==> config.mk <==
export PLATFORM = sky130hd
export DESIGN_NAME = timebase_ctrl
export DESIGN_NICKNAME = d
export VERILOG_FILES = /design/src/design/timebase_pkg.sv /design/src/design/timebase_ctrl.sv
export VERILOG_INCLUDE_DIRS = /design/src /design/src/design
export SDC_FILE = /design/constraint.sdc
export NUM_CORES = 1
export LEC_CHECK = 0
export BUFFER_PORTS_ARGS = -buffer_cell sky130_fd_sc_hd__buf_2
export CAP_MARGIN = 20
export CORE_ASPECT_RATIO = 0.7
export CORE_MARGIN = 4
export CORE_UTILIZATION = 53
export CTS_CLUSTER_SIZE = 14
export DETAILED_ROUTE_END_ITERATION = 16
export PLACE_DENSITY = 0.77
export SETUP_SLACK_MARGIN = 0.05
export SYNTH_ARGS = -nofsm -noshare
export SYNTH_HDL_FRONTEND = slang
export SYNTH_SLANG_ARGS = --single-unit
==> constraint.sdc <==
create_clock -name clk_i -period 2 [get_ports clk_i]
set_input_delay 0.2 -clock clk_i [delete_from_list [all_inputs] [get_ports clk_i]]
set_output_delay 0.2 -clock clk_i [all_outputs]
set_load 0.05 [all_outputs]
==> src/design/timebase_regs.svh <==
// register indices, field masks and reset values for the time-base block
`ifndef TIMEBASE_REGS_SVH
`define TIMEBASE_REGS_SVH

// register indices; the byte address is four times the index
`define IDX_CTRL_ONE     8'h16
`define IDX_CTRL_TWO     8'h17
`define IDX_PERIOD_A     8'h20
`define IDX_PERIOD_B     8'h21
`define IDX_TIMER_A      8'h22
`define IDX_TIMER_B      8'h23
`define IDX_WIDE_LO      8'h24
`define IDX_WIDE_HI      8'h25
`define IDX_CAP_BASE     8'h26
`define IDX_CAP_LAST     8'h2D
`define IDX_CTRL_THREE   8'h2E
`define IDX_FLAGS        8'h2F

// writable fields and reset values
`define CTRL_TWO_WMASK   8'h3F
`define CTRL_THREE_WMASK 8'h1E
`define FLAGS_WMASK      8'h03
`define REG_RESET        8'h00
`define WIDE_RESET       16'h0000
`define WIDE_MAX         16'hFFFF
`define BYTE_MAX         8'hFF

// field positions inside the third control register and the flag register
`define CTRL_THREE_OVR_LSB  5
`define CTRL_THREE_MODE_LSB 1
`define FLAG_A_BIT          0
`define FLAG_B_BIT          1

`endif

==> src/design/timebase_pkg.sv <==
// types shared by the time-base block
`default_nettype none
package timebase_pkg;

  typedef enum logic [1:0] {
    CAP_FALL   = 2'b00,
    CAP_RISE   = 2'b01,
    CAP_RISE4  = 2'b10,
    CAP_RISE16 = 2'b11
  } cap_mode_t;

  typedef enum logic [1:0] {
    PH_IDLE   = 2'b01,
    PH_ACCESS = 2'b10
  } apb_phase_t;

  typedef struct packed {
    cap_mode_t capture_two_edge_mode;
    cap_mode_t capture_one_edge_mode;
    logic      cascade_select;
    logic      wide_timer_clock_source;
    logic      timer_b_clock_source;
    logic      timer_a_clock_source;
  } ctrl_one_t;

  typedef struct packed {
    logic capture_two_overrun;
    logic capture_one_overrun;
    logic pwm_channel_two_enable;
    logic pwm_channel_one_enable;
    logic period_or_capture_select;
    logic wide_timer_run;
    logic timer_b_run;
    logic timer_a_run;
  } ctrl_two_t;

endpackage : timebase_pkg
`default_nettype wire

==> src/design/timebase_ctrl.sv <==
// timers a/b, wide timer, four capture channels and pwm pin direction behind apb
//
// Design decision made here: the APB slave port.
`include "timebase_regs.svh"
`default_nettype none

// Overview of operation
// - two 8-bit up timers a and b, each with own period and flag
// - bit 0/1 pick shared external falling edges or internal clock for a/b
// - control-one bit 3 cascades b (high) and a (low) into 16 bits
// - control-one bit 2 picks wide-pin falling edges or internal clock for wide timer
// - control-two bit 3 makes extra pair capture one, else wide period
// - edge mode: falling, rising, every 4th rising, every 16th rising
// - capture two edge mode sits in control-one bits 7-6
// - capture one edge mode sits in control-one bits 5-4
// - every capture latches the wide timer count
// - capture while previous unread keeps the older value
// - after overrun capture stays frozen until both bytes are read
// - control-two bit 7 read-only, shows capture two overrun
// - control-two bit 6 read-only, shows capture one overrun
// - pwm two enable (bit 5) overrides port direction for its pin
// - pwm one enable (bit 4) overrides port direction for its pin
// - control-two bit 2 runs or stops the wide timer
// - timer a run bit gates the whole cascade, timer b run bit also its high byte; or timer a alone
// - counts of timers a and b are offered as pwm time bases
// - timers are shared freely, no user blocks another
// - 8-bit timer counts to period, then wraps to 00h and sets flag
// - cascade counts to 16-bit period, wraps to zero, sets flag a
// - in cascade timer a clock source governs both bytes
// - stopped timer neither counts nor sets its flag
module timebase_ctrl (
  // clock and reset
  input  wire logic       clk_i,
  input  wire logic       resetn_i,
  // apb slave
  input  wire logic       psel_i,
  input  wire logic       penable_i,
  input  wire logic       pwrite_i,
  input  wire logic [7:0] paddr_i,
  input  wire logic [31:0] pwdata_i,
  input  wire logic [3:0] pstrb_i,
  output logic            pready_o,
  output logic [31:0]     prdata_o,
  output logic            pslverr_o,
  // pins
  input  wire logic       shared_ext_clock_pin_i,
  input  wire logic       wide_ext_clock_pin_i,
  input  wire logic [3:0] capture_pin_i,
  input  wire logic [1:0] port_b_direction_i,
  output logic [1:0]      pwm_pin_oe_o,
  // time bases and flags
  output logic [7:0]      timer_a_count_o,
  output logic [7:0]      timer_b_count_o,
  output logic [15:0]     wide_timer_count_o,
  output logic            timer_a_int_flag_o,
  output logic            timer_b_int_flag_o
);

  function automatic logic cap_fire(input logic [1:0] mode, input logic rise,
                                    input logic fall, input logic [3:0] pre);
    case (mode)
      timebase_pkg::CAP_FALL:  cap_fire = fall;
      timebase_pkg::CAP_RISE:  cap_fire = rise;
      timebase_pkg::CAP_RISE4: cap_fire = rise & (pre[1:0] == 2'h3);
      default:                 cap_fire = rise & (pre == 4'hF);
    endcase
  endfunction : cap_fire

  function automatic logic [7:0] wbyte(input logic [7:0] old, input logic [7:0] mask);
    wbyte = (old & ~mask) | (pwdata_i[7:0] & mask);
  endfunction : wbyte

  timebase_pkg::ctrl_one_t  ctrl_one;
  timebase_pkg::ctrl_two_t  ctrl_two;
  timebase_pkg::apb_phase_t phase;
  logic [7:0]  ctrl_three;
  logic [7:0]  period_a;
  logic [7:0]  period_b;
  logic [15:0] cap_val [4];
  logic [3:0]  cap_full;
  logic [3:0]  cap_ovr;
  logic [3:0]  rd_lo;
  logic [3:0]  rd_hi;
  logic [3:0]  pre_cnt [4];
  logic [2:0]  sh_sync;
  logic [2:0]  wd_sync;
  logic [2:0]  cp_sync [4];
  logic [3:0]  cap_rise;
  logic [3:0]  cap_fall;
  logic [3:0]  cap_evt;
  logic [3:0]  cap_done;
  logic [1:0]  cap_mode [4];
  logic        access;
  logic        wr;
  logic        rd;
  logic [7:0]  idx;
  logic        idx_ok;
  logic        hit;
  logic [7:0]  next_rdata;
  logic [7:0]  wmask;
  logic        shared_fall;
  logic        wide_fall;
  logic        tick_a;
  logic        tick_b;
  logic        tick_w;
  logic        wrap_a;
  logic        wrap_b;
  logic        casc_match;
  logic [3:0]  ovr_nib;

  // apb decode
  assign access = psel_i & penable_i & pready_o;
  assign wr     = access & pwrite_i;
  assign rd     = access & ~pwrite_i;
  assign idx    = {2'b00, paddr_i[7:2]};
  assign idx_ok = (paddr_i[1:0] == 2'b00);
  assign wmask  = {8{pstrb_i[0]}};
  assign ovr_nib = cap_ovr;

  always_comb begin
    hit = idx_ok;
    next_rdata = `REG_RESET;
    case (idx)
      `IDX_CTRL_ONE:   next_rdata = ctrl_one;
      `IDX_CTRL_TWO:   next_rdata = {cap_ovr[1], cap_ovr[0], ctrl_two[5:0]};
      `IDX_PERIOD_A:   next_rdata = period_a;
      `IDX_PERIOD_B:   next_rdata = period_b;
      `IDX_TIMER_A:    next_rdata = timer_a_count_o;
      `IDX_TIMER_B:    next_rdata = timer_b_count_o;
      `IDX_WIDE_LO:    next_rdata = wide_timer_count_o[7:0];
      `IDX_WIDE_HI:    next_rdata = wide_timer_count_o[15:8];
      `IDX_CTRL_THREE: next_rdata = {1'b0, ovr_nib[3:2], ctrl_three[4:0]};
      `IDX_FLAGS:      next_rdata = {6'h00, timer_b_int_flag_o, timer_a_int_flag_o};
      default: begin
        if (idx >= `IDX_CAP_BASE && idx <= `IDX_CAP_LAST) begin
          next_rdata = idx[0] ? cap_val[idx[2:1] - 2'd3][15:8]
                              : cap_val[idx[2:1] - 2'd3][7:0];
        end else begin
          hit = 1'b0;
        end
      end
    endcase
  end

  // apb handshake: one wait-free access phase after each setup
  always_ff @(posedge clk_i or negedge resetn_i) begin
    if (!resetn_i) begin
      phase     <= timebase_pkg::PH_IDLE;
      pready_o  <= 1'b0;
      prdata_o  <= 32'h0000_0000;
      pslverr_o <= 1'b0;
    end else begin
      case (phase)
        timebase_pkg::PH_IDLE: begin
          if (psel_i && !penable_i) begin
            phase     <= timebase_pkg::PH_ACCESS;
            pready_o  <= 1'b1;
            pslverr_o <= ~hit;
            prdata_o  <= {24'h00_0000, (pwrite_i ? 8'h00 : next_rdata)};
          end
        end
        timebase_pkg::PH_ACCESS: begin
          phase     <= timebase_pkg::PH_IDLE;
          pready_o  <= 1'b0;
          pslverr_o <= 1'b0;
        end
        default: begin
          phase    <= timebase_pkg::PH_IDLE;
          pready_o <= 1'b0;
        end
      endcase
    end
  end

  // control and period registers
  always_ff @(posedge clk_i or negedge resetn_i) begin
    if (!resetn_i) begin
      ctrl_one   <= `REG_RESET;
      ctrl_two   <= `REG_RESET;
      ctrl_three <= `REG_RESET;
      period_a   <= `REG_RESET;
      period_b   <= `REG_RESET;
    end else if (wr && idx_ok) begin
      case (idx)
        `IDX_CTRL_ONE:   ctrl_one <= wbyte(ctrl_one, wmask);
        `IDX_CTRL_TWO:   ctrl_two <= wbyte(ctrl_two, wmask & `CTRL_TWO_WMASK);
        `IDX_CTRL_THREE: ctrl_three <= wbyte(ctrl_three, wmask & `CTRL_THREE_WMASK);
        `IDX_PERIOD_A:   period_a <= wbyte(period_a, wmask);
        `IDX_PERIOD_B:   period_b <= wbyte(period_b, wmask);
        default: begin
        end
      endcase
    end
  end

  // pin synchronisers and edge detection
  always_ff @(posedge clk_i or negedge resetn_i) begin
    if (!resetn_i) begin
      sh_sync <= 3'b111;
      wd_sync <= 3'b111;
      for (int i = 0; i < 4; i++) begin
        cp_sync[i] <= 3'b111;
      end
    end else begin
      sh_sync <= {sh_sync[1:0], shared_ext_clock_pin_i};
      wd_sync <= {wd_sync[1:0], wide_ext_clock_pin_i};
      for (int i = 0; i < 4; i++) begin
        cp_sync[i] <= {cp_sync[i][1:0], capture_pin_i[i]};
      end
    end
  end

  assign shared_fall = sh_sync[2] & ~sh_sync[1];
  assign wide_fall   = wd_sync[2] & ~wd_sync[1];
  assign tick_a = ctrl_one.timer_a_clock_source ? shared_fall : 1'b1;
  assign tick_b = ctrl_one.timer_b_clock_source ? shared_fall : 1'b1;
  assign tick_w = ctrl_one.wide_timer_clock_source ? wide_fall : 1'b1;
  assign casc_match = {timer_b_count_o, timer_a_count_o} == {period_b, period_a};
  assign wrap_a = ctrl_two.timer_a_run & tick_a &
                  (ctrl_one.cascade_select ? casc_match : timer_a_count_o == period_a);
  assign wrap_b = ~ctrl_one.cascade_select & ctrl_two.timer_b_run & tick_b &
                  (timer_b_count_o == period_b);

  // timers a and b, separate or cascaded
  always_ff @(posedge clk_i or negedge resetn_i) begin
    if (!resetn_i) begin
      timer_a_count_o <= `REG_RESET;
      timer_b_count_o <= `REG_RESET;
    end else begin
      if (ctrl_one.cascade_select) begin
        if (ctrl_two.timer_a_run && tick_a) begin
          if (casc_match) begin
            timer_a_count_o <= `REG_RESET;
            timer_b_count_o <= `REG_RESET;
          end else begin
            timer_a_count_o <= timer_a_count_o + 8'h01;
            if (ctrl_two.timer_b_run && timer_a_count_o == `BYTE_MAX) begin
              timer_b_count_o <= timer_b_count_o + 8'h01;
            end
          end
        end
      end else begin
        if (ctrl_two.timer_a_run && tick_a) begin
          timer_a_count_o <= wrap_a ? `REG_RESET : timer_a_count_o + 8'h01;
        end
        if (ctrl_two.timer_b_run && tick_b) begin
          timer_b_count_o <= wrap_b ? `REG_RESET : timer_b_count_o + 8'h01;
        end
      end
      if (wr && idx == `IDX_TIMER_A) begin
        timer_a_count_o <= wbyte(timer_a_count_o, wmask);
      end
      if (wr && idx == `IDX_TIMER_B) begin
        timer_b_count_o <= wbyte(timer_b_count_o, wmask);
      end
    end
  end

  // overflow flags, write one to clear, set wins
  always_ff @(posedge clk_i or negedge resetn_i) begin
    if (!resetn_i) begin
      timer_a_int_flag_o <= 1'b0;
      timer_b_int_flag_o <= 1'b0;
    end else begin
      timer_a_int_flag_o <= wrap_a | (timer_a_int_flag_o &
        ~(wr && idx == `IDX_FLAGS && pstrb_i[0] && pwdata_i[`FLAG_A_BIT]));
      timer_b_int_flag_o <= wrap_b | (timer_b_int_flag_o &
        ~(wr && idx == `IDX_FLAGS && pstrb_i[0] && pwdata_i[`FLAG_B_BIT]));
    end
  end

  // wide timer: period from pair or free running
  always_ff @(posedge clk_i or negedge resetn_i) begin
    if (!resetn_i) begin
      wide_timer_count_o <= `WIDE_RESET;
    end else begin
      if (ctrl_two.wide_timer_run && tick_w) begin
        if (!ctrl_two.period_or_capture_select && wide_timer_count_o == cap_val[0]) begin
          wide_timer_count_o <= `WIDE_RESET;
        end else begin
          wide_timer_count_o <= wide_timer_count_o + 16'h0001;
        end
      end
      if (wr && idx == `IDX_WIDE_LO && pstrb_i[0]) begin
        wide_timer_count_o[7:0] <= pwdata_i[7:0];
      end
      if (wr && idx == `IDX_WIDE_HI && pstrb_i[0]) begin
        wide_timer_count_o[15:8] <= pwdata_i[7:0];
      end
    end
  end

  // capture channels
  always_comb begin
    cap_mode[0] = ctrl_one.capture_one_edge_mode;
    cap_mode[1] = ctrl_one.capture_two_edge_mode;
    cap_mode[2] = ctrl_three[`CTRL_THREE_MODE_LSB +: 2];
    cap_mode[3] = ctrl_three[`CTRL_THREE_MODE_LSB + 2 +: 2];
    for (int i = 0; i < 4; i++) begin
      cap_rise[i] = cp_sync[i][1] & ~cp_sync[i][2];
      cap_fall[i] = cp_sync[i][2] & ~cp_sync[i][1];
      cap_evt[i]  = cap_fire(cap_mode[i], cap_rise[i], cap_fall[i], pre_cnt[i]);
      cap_done[i] = cap_full[i] &
        (rd_lo[i] | (rd && idx == `IDX_CAP_BASE + 8'(2 * i))) &
        (rd_hi[i] | (rd && idx == `IDX_CAP_BASE + 8'(2 * i + 1)));
    end
    cap_evt[0] = cap_evt[0] & ctrl_two.period_or_capture_select;
  end

  always_ff @(posedge clk_i or negedge resetn_i) begin
    if (!resetn_i) begin
      cap_full <= 4'h0;
      cap_ovr  <= 4'h0;
      rd_lo    <= 4'h0;
      rd_hi    <= 4'h0;
      for (int i = 0; i < 4; i++) begin
        cap_val[i] <= `WIDE_RESET;
        pre_cnt[i] <= 4'h0;
      end
    end else begin
      for (int i = 0; i < 4; i++) begin
        if (cap_rise[i]) begin
          pre_cnt[i] <= pre_cnt[i] + 4'h1;
        end
        if (rd && idx == `IDX_CAP_BASE + 8'(2 * i)) begin
          rd_lo[i] <= 1'b1;
        end
        if (rd && idx == `IDX_CAP_BASE + 8'(2 * i + 1)) begin
          rd_hi[i] <= 1'b1;
        end
        if (cap_done[i]) begin
          cap_full[i] <= 1'b0;
          cap_ovr[i]  <= 1'b0;
          rd_lo[i]    <= 1'b0;
          rd_hi[i]    <= 1'b0;
        end
        if (cap_evt[i]) begin
          if (cap_full[i] && !cap_done[i]) begin
            cap_ovr[i] <= 1'b1;
          end else begin
            cap_val[i]  <= wide_timer_count_o;
            cap_full[i] <= 1'b1;
            rd_lo[i]    <= 1'b0;
            rd_hi[i]    <= 1'b0;
          end
        end
      end
      if (!ctrl_two.period_or_capture_select && wr && pstrb_i[0]) begin
        if (idx == `IDX_CAP_BASE) begin
          cap_val[0][7:0] <= pwdata_i[7:0];
        end
        if (idx == `IDX_CAP_BASE + 8'h01) begin
          cap_val[0][15:8] <= pwdata_i[7:0];
        end
      end
    end
  end

  // pwm pins: enable forces drive, else port direction (1 = input)
  always_ff @(posedge clk_i or negedge resetn_i) begin
    if (!resetn_i) begin
      pwm_pin_oe_o <= 2'b00;
    end else begin
      pwm_pin_oe_o[0] <= ctrl_two.pwm_channel_one_enable | ~port_b_direction_i[0];
      pwm_pin_oe_o[1] <= ctrl_two.pwm_channel_two_enable | ~port_b_direction_i[1];
    end
  end
endmodule : timebase_ctrl
`default_nettype wire

==> results of run 1 <==
## cell type report
| class | count | area [um2] |
|---|---|---|
| Clock buffer | 19 | 453 |
| Clock inverter | 13 | 194 |
| Fill cell | 1292 | 5430 |
| Inverter | 27 | 101 |
| Multi-Input combinational cell | 681 | 5700 |
| Sequential cell | 195 | 4930 |
| Tap cell | 264 | 330 |
| Timing Repair Buffer | 243 | 1880 |
## timing repair
action / in CTS / in global routing
gates cloned: 2 / 3
buffers inserted: 10 / 16
hold endpoints to repair: 53 / 0
setup endpoints to repair: 54 / 110
pin swaps: 10 / 29
gates resized for setup: 22 / 83
hold buffers: 9 / 0
## worst min-delay path by stage
stage,start,to,slack [ns],cells past startpoint
2_1_floorplan,resetn_i,asynchronous set/reset pin,-0.1,0
3_3_place_gp,resetn_i,pre_cnt[3],0.20,1
3_5_place_dp,resetn_i,pre_cnt[3],0.19,1
4_1_cts,paddr_i[0],pslverr_o,0.05,3
5_1_grt,paddr_i[0],pslverr_o,0.07,3
6_report,paddr_i[0],pslverr_o,0.06,3
## critical path: stages (launching register included)
cell and delay [ns]:
dfrtp_2 0.37, buf_4 0.10, buf_4 0.12, nand2_1 0.09, or2_4 0.29, o211ai_1 0.23
o22ai_2 0.13, or3b_4 0.49, o221ai_2 0.19
## cells in the mapped netlist, drive strengths merged (6+ instances only)
cell type,instances,area [um2]
a21oi,52,268
dfrtp,176,4400
nand2,82,308
a221oi,9,85.1
xor2,14,123
xnor2,31,272
nand3,53,265
inv,27,101
nand2b,8,50.1
nor2,47,189
nand4,18,113
buf,44,278
nor4,8,56.3
a22oi,13,97.6
a31oi,19,119
mux4,16,360
o21ai,33,165
dfstp,19,499
mux2i,30,304
o2111ai,6,52.6
a32o,11,110
nor2b,10,62.6
a211oi,7,52.6
mux2,87,980
ha,7,87.6
and2,8,50.1
nor3,11,60.1
and3,8,55.1
clkbuf,41,156
o221ai,6,52.6
## layer usage
metal / vias up / GRT usage [%]
met3: 74 / 8.68
met1: 4458 / 44.5
li1: 3896 / -
met2: 640 / 40.3
met5: - / 0
met4: 0 / 9.28
## power breakdown
part / internal (mW) / switching [mW]
clock: 2.08 / 1.68
combinational: 0.946 / 1.46
sequential: 4.28 / 0.277
## cells by family (layout without fill, tap and decap cells)
kind of cell	count (synthesis)	in the layout	synth area share (%)
other	1	24	0.0363
xor gates and xnor gates	45	45	3.82
AOI/OAI and AO/OA	195	195	13.0
DFF	195	195	47.5
adders and majority gates	7	7	0.848
muxes	133	133	15.9
and+or+nand+nor	276	277	13.7
buffers and inverters	112	302	5.19
## metrics by stage
| stage | util (%) | std cells | hold slack, ns |
|---|---|---|---|
| 2_1_floorplan | - | 987 | -0.0956 |
| 3_3_place_gp | 63.9 | 1371 | 0.199 |
| 3_5_place_dp | 63.9 | 1371 | 0.195 |
| 4_1_cts | 68.9 | 1424 | 0.0490 |
| 5_1_grt | 71.4 | 1442 | 0.0693 |
| 6_report | 71.4 | 1442 | 0.0650 |
## layout by cell type (no fill, tap or decap), drive strengths merged, types with 7 or more instances in the layout
cell type	Yosys	final
buf	44	232
dfrtp	176	176
mux2	87	87
nand2	82	83
nand3	53	53
a21oi	52	52
nor2	47	47
o21ai	33	33
xnor2	31	31
inv	27	31
mux2i	30	30
conb	1	24
clkbuf	41	21
a31oi	19	19
dfstp	19	19
nand4	18	18
mux4	16	16
xor2	14	14
a22oi	13	13
a32o	11	11
nor3	11	11
nor2b	10	10
dlygate4sd3	0	9
a221oi	9	9
nand2b	8	8
and2	8	8
and3	8	8
nor4	8	8
a211oi	7	7
ha	7	7
==> results.tsv, run 1 <==
metric	value	unit
initial_core_util	54.3	%
dpl-instance-area	12200	um2
fin_total_pwr	10.7	mW
fin_tns_setup	-0.441	ns
clk_latency	0.45	ns
endpoint_kind	register	
fin_nets	1229	
gp_congestion	0.961	
seq_area_frac_synth	47.5	%
cts_buffer_depth	2	
cts_buffers	17	
dp_slack	-0.125	ns
leakagePower	6.42	nW
drv_slew	0	
cts_tree	yes	
ys.warnings.count	0	
wl_met2	14200	um
reg2reg_depth	8	
ff2ff_setup_slack	-0.10	ns
area_growth	31.6	%
route.detailed.drc	0	
holdCritPathClass	input pin to register	
path_clk_slew	0.08	ns
status	finished with violations	
htree_num_levels	4	
ant_nets	0	
async_reset_ff_share	100	%
dieWidth	175	um
post-route-min-period	2.10	ns
setup_viol	8	
top_layer_used	met4	
layout_setup_ws	-0.105	ns
synth_flop_cell	dfrtp_1	
crit_required	2.36	ns
synth-edff-count	0	
num_vias	9068	
diodes	0	
wl_met1	13900	um
antenna_found_initial	0	
core_area	19000	um2
ir_worst_vdd	887	uV
syn_area_per_cell	10.7	um2
portBuffers	75	
cts_root_buf	clkbuf_16	
maxCapViolations	0	
wl_per_cell	23.3	um
postLayoutCellArea	13600	um2
synth_cells	964	
overflow	0	
die_area	21800	um2
die_h	125	um
ys_types	76	
drive_gt1_share	41.8	%
violations	setup timing	
vias_per_cell	6.29	
grt_pass1_vias	8643	
routed_wirelength	33600	um
grt.total_usage	29.3	%
path_max_fanout	7	
period_share	105	%
arrival	2.47	ns
criticalPathCategory	register to register	
cts_sinks	195	
drt-initial-drc-count	1254	
max_freq	475	MHz
ios	127	
powerDensity	789	nW/um2
yosys_register_bits	195	
syn_area	10300	um2
cp-start-kind	register	
place_hpwl	22100	um
rows	42	
fin_worst_skew	0.0130	ns
grt_pass1_wl	49500	um
drt_pass1_iterations	6	
hold_violations	0	
grt_setup_unrepaired	true	
grt_max_degree	55	
wl_met3	4590	um
No activity file was read; power rests on OpenSTA's default activity.
==> run 2: changes to the inputs <==
Settings changed: BUFFER_PORTS_ARGS -buffer_cell sky130_fd_sc_hd__buf_2 to not set, CORE_UTILIZATION 53 to 58, DONT_BUFFER_PORTS set to 1, PLACE_DENSITY 0.77 to 0.76.
==> results.tsv, run 2 (synthesis results as in run 1) <==
metric	value	unit	change
ios	127		unchanged
swShare	31.2	%	was 31.9%
seqPwrFrac	45.0	%	was 42.5%
hold_violations	195		was 0
fin_worst_skew	0.00876	ns	was 0.0130 ns
postLayoutCellArea	13000	um2	was 13,600 um2
grt_pass1_wl	48100	um	was 49,500 um
clk_latency	0.45	ns	about the same
final_cell_count_no_fill	1330		was 1,442
fin_total_pwr	10.2	mW	was 10.7 mW
cts_buffers	17		unchanged
ant_nets	0		unchanged
cp-start-kind	register		unchanged
gp_congestion	0.945		was 0.961
dpl-instance-area	11600	um2	was 12,200 um2
area_growth	25.8	%	was 31.6%
power.internal	7.04	mW	was 7.31 mW
overflow	0		unchanged
place_hpwl	21100	um	was 22,100 um
cts_buffer_depth	2		unchanged
tightest_slew	0.851	ns	
vias_per_cell	6.52		was 6.29
endpoint_kind	register		unchanged
grt_max_degree	196		was 55
maxCapViolations	0		unchanged
powerDensity	788	nW/um2	was 789 nW/um2
drv_slew	0		unchanged
antenna_found_initial	2		was 0
slowest_stage	or3b_4		unchanged
holdCritPathClass	input pin to asynchronous set/reset pin		was input pin to register
grt_pass1_vias	8166		was 8,643
drive_gt1_share	36.2	%	was 41.8%
comb_power_share	19.8	%	was 22.4%
die_h	120	um	was 125 um
post-route-min-period	2.01	ns	was 2.10 ns
period_share	101	%	was 105%
criticalPathCategory	register to register		unchanged
drt_pass1_iterations	5		was 6
routed_wirelength	32600	um	was 33,600 um
holdWs	-0.555	ns	was 0.0650 ns
setup_viol	5		was 8
drt-initial-drc-count	1159		was 1,254
switchingPower	3.20	mW	was 3.42 mW
p_clk_share	35.2	%	was 35.1%
fin_nets	1149		was 1,229
layout_commonest_cell	dfrtp_1		unchanged
critPathMaxStageDelay	0.44	ns	was 0.49 ns
cts_hold_buffers	20		was 9
ir_worst_vdd	698	uV	was 887 uV
core_area	17300	um2	was 19,000 um2
cts_sinks	195		unchanged
crit_chain	buf_4, ha_4, nand3_1, or2_4, o211ai_1, o22ai_2, or3b_4, o221ai_1		was buf_4, buf_4, nand2_1, or2_4, o211ai_1, o22ai_2, or3b_4, o221ai_2
dp_slack	-0.138	ns	was -0.125 ns
htree_num_levels	4		unchanged
leakagePower	6.03	nW	was 6.42 nW
path_max_fanout	7		unchanged
cp_num_buf_inv	1		was 2
path_clk_slew	0.07	ns	was 0.08 ns
num_vias	8677		was 9,068
die_area	20000	um2	was 21,800 um2
max_freq	497	MHz	was 475 MHz
initial_core_util	59.6	%	was 54.3%
slew_headroom	43.1	%	
status	finished with violations		unchanged
cts_root_buf	clkbuf_16		unchanged
layout_common_cells	dfrtp_1, buf_4, nand2_1		unchanged
grt_setup_unrepaired	true		unchanged
fin_util	75.0	%	was 71.4%
cts_tree	yes		unchanged
cpLargestDelayFamily	simple AND/OR/NAND/NOR gates		unchanged
rows	40		was 42
route.detailed.drc	0		unchanged
violations	hold timing, setup timing		was setup timing
wl_per_cell	24.5	um	was 23.3 um
portBuffers	0		was 75
grt.total_usage	31.2	%	was 29.3%
dp.cells	1258		was 1,371
crit_required	2.36	ns	about the same
dieWidth	167	um	was 175 um
layout_setup_ws	-0.0130	ns	was -0.105 ns
arrival	2.37	ns	was 2.47 ns
[run 2: stage by stage]
step | hold WS [ns] | TNS, ns
5_1_grt | -0.568 | -0.755
6_report | -0.555 | -0.0430
3_5_place_dp | -0.0896 | -0.815
4_1_cts | -0.564 | -0.206
3_3_place_gp | -0.0881 | -0.198
2_1_floorplan | -0.0956 | -4.52
[run 2: area by class of cell]
| type | instances | area (um2) |
|---|---|---|
| antenna | 1 | 2.50 |
| clock buffer | 19 | 453 |
| clock inverter | 13 | 165 |
| fill | 1126 | 4330 |
| inverter | 27 | 101 |
| multi-input combinational | 681 | 5650 |
| sequential | 195 | 4940 |
| tap | 231 | 289 |
| timing repair buffer | 163 | 1390 |
[run 2: final timing paths]
check | cells past startpoint | endpoint | start | slack (ns)
worst max-delay path | 8 | register | register | -0.01
worst min-delay path | 0 | pre_cnt[3] | resetn_i | -0.56
worst max register to register | 8 | register | register | -0.01
worst min register to register | 0 | wd_sync[1] | wd_sync[0] | 0.36
max in group asynchronous | 0 | wd_sync[1] | resetn_i | 2.18
min in group clk_i | 2 | register | pwdata_i[1] | 0.04
[run 2: routing by layer]
layer / track usage [%] / vias to the layer above / part of all wire (%)
li1: - / 3739 / -
met1: 46.9 / 4278 / 42
met2: 42.8 / 568 / 42
met3: 10.1 / 86 / 13
met4: 10.1 / 6 / 2.9
met5: 1.53 / - / 0.17
[run 2: repair_timing]
action | in CTS | in global routing
buffers inserted | 4 | 13
gates cloned | 0 | 2
endpoints found under the setup margin | 58 | 96
gates resized for setup | 19 | 67
endpoints found under the hold margin | 287 | 195
pin swaps | 2 | 10
[run 2: power groups by stage]
| stage | combinational (mW) | sequential, mW | clock (mW) |
|---|---|---|---|
| finish | 2.03 | 4.60 | 3.60 |
| global route | 2.17 | 4.64 | 3.78 |
| CTS | 1.89 | 4.60 | 3.62 |
| detailed placement | 1.80 | 4.66 | 0 |
| global placement | 1.74 | 4.66 | 0 |
| floorplan | 0.996 | 4.96 | 0 |
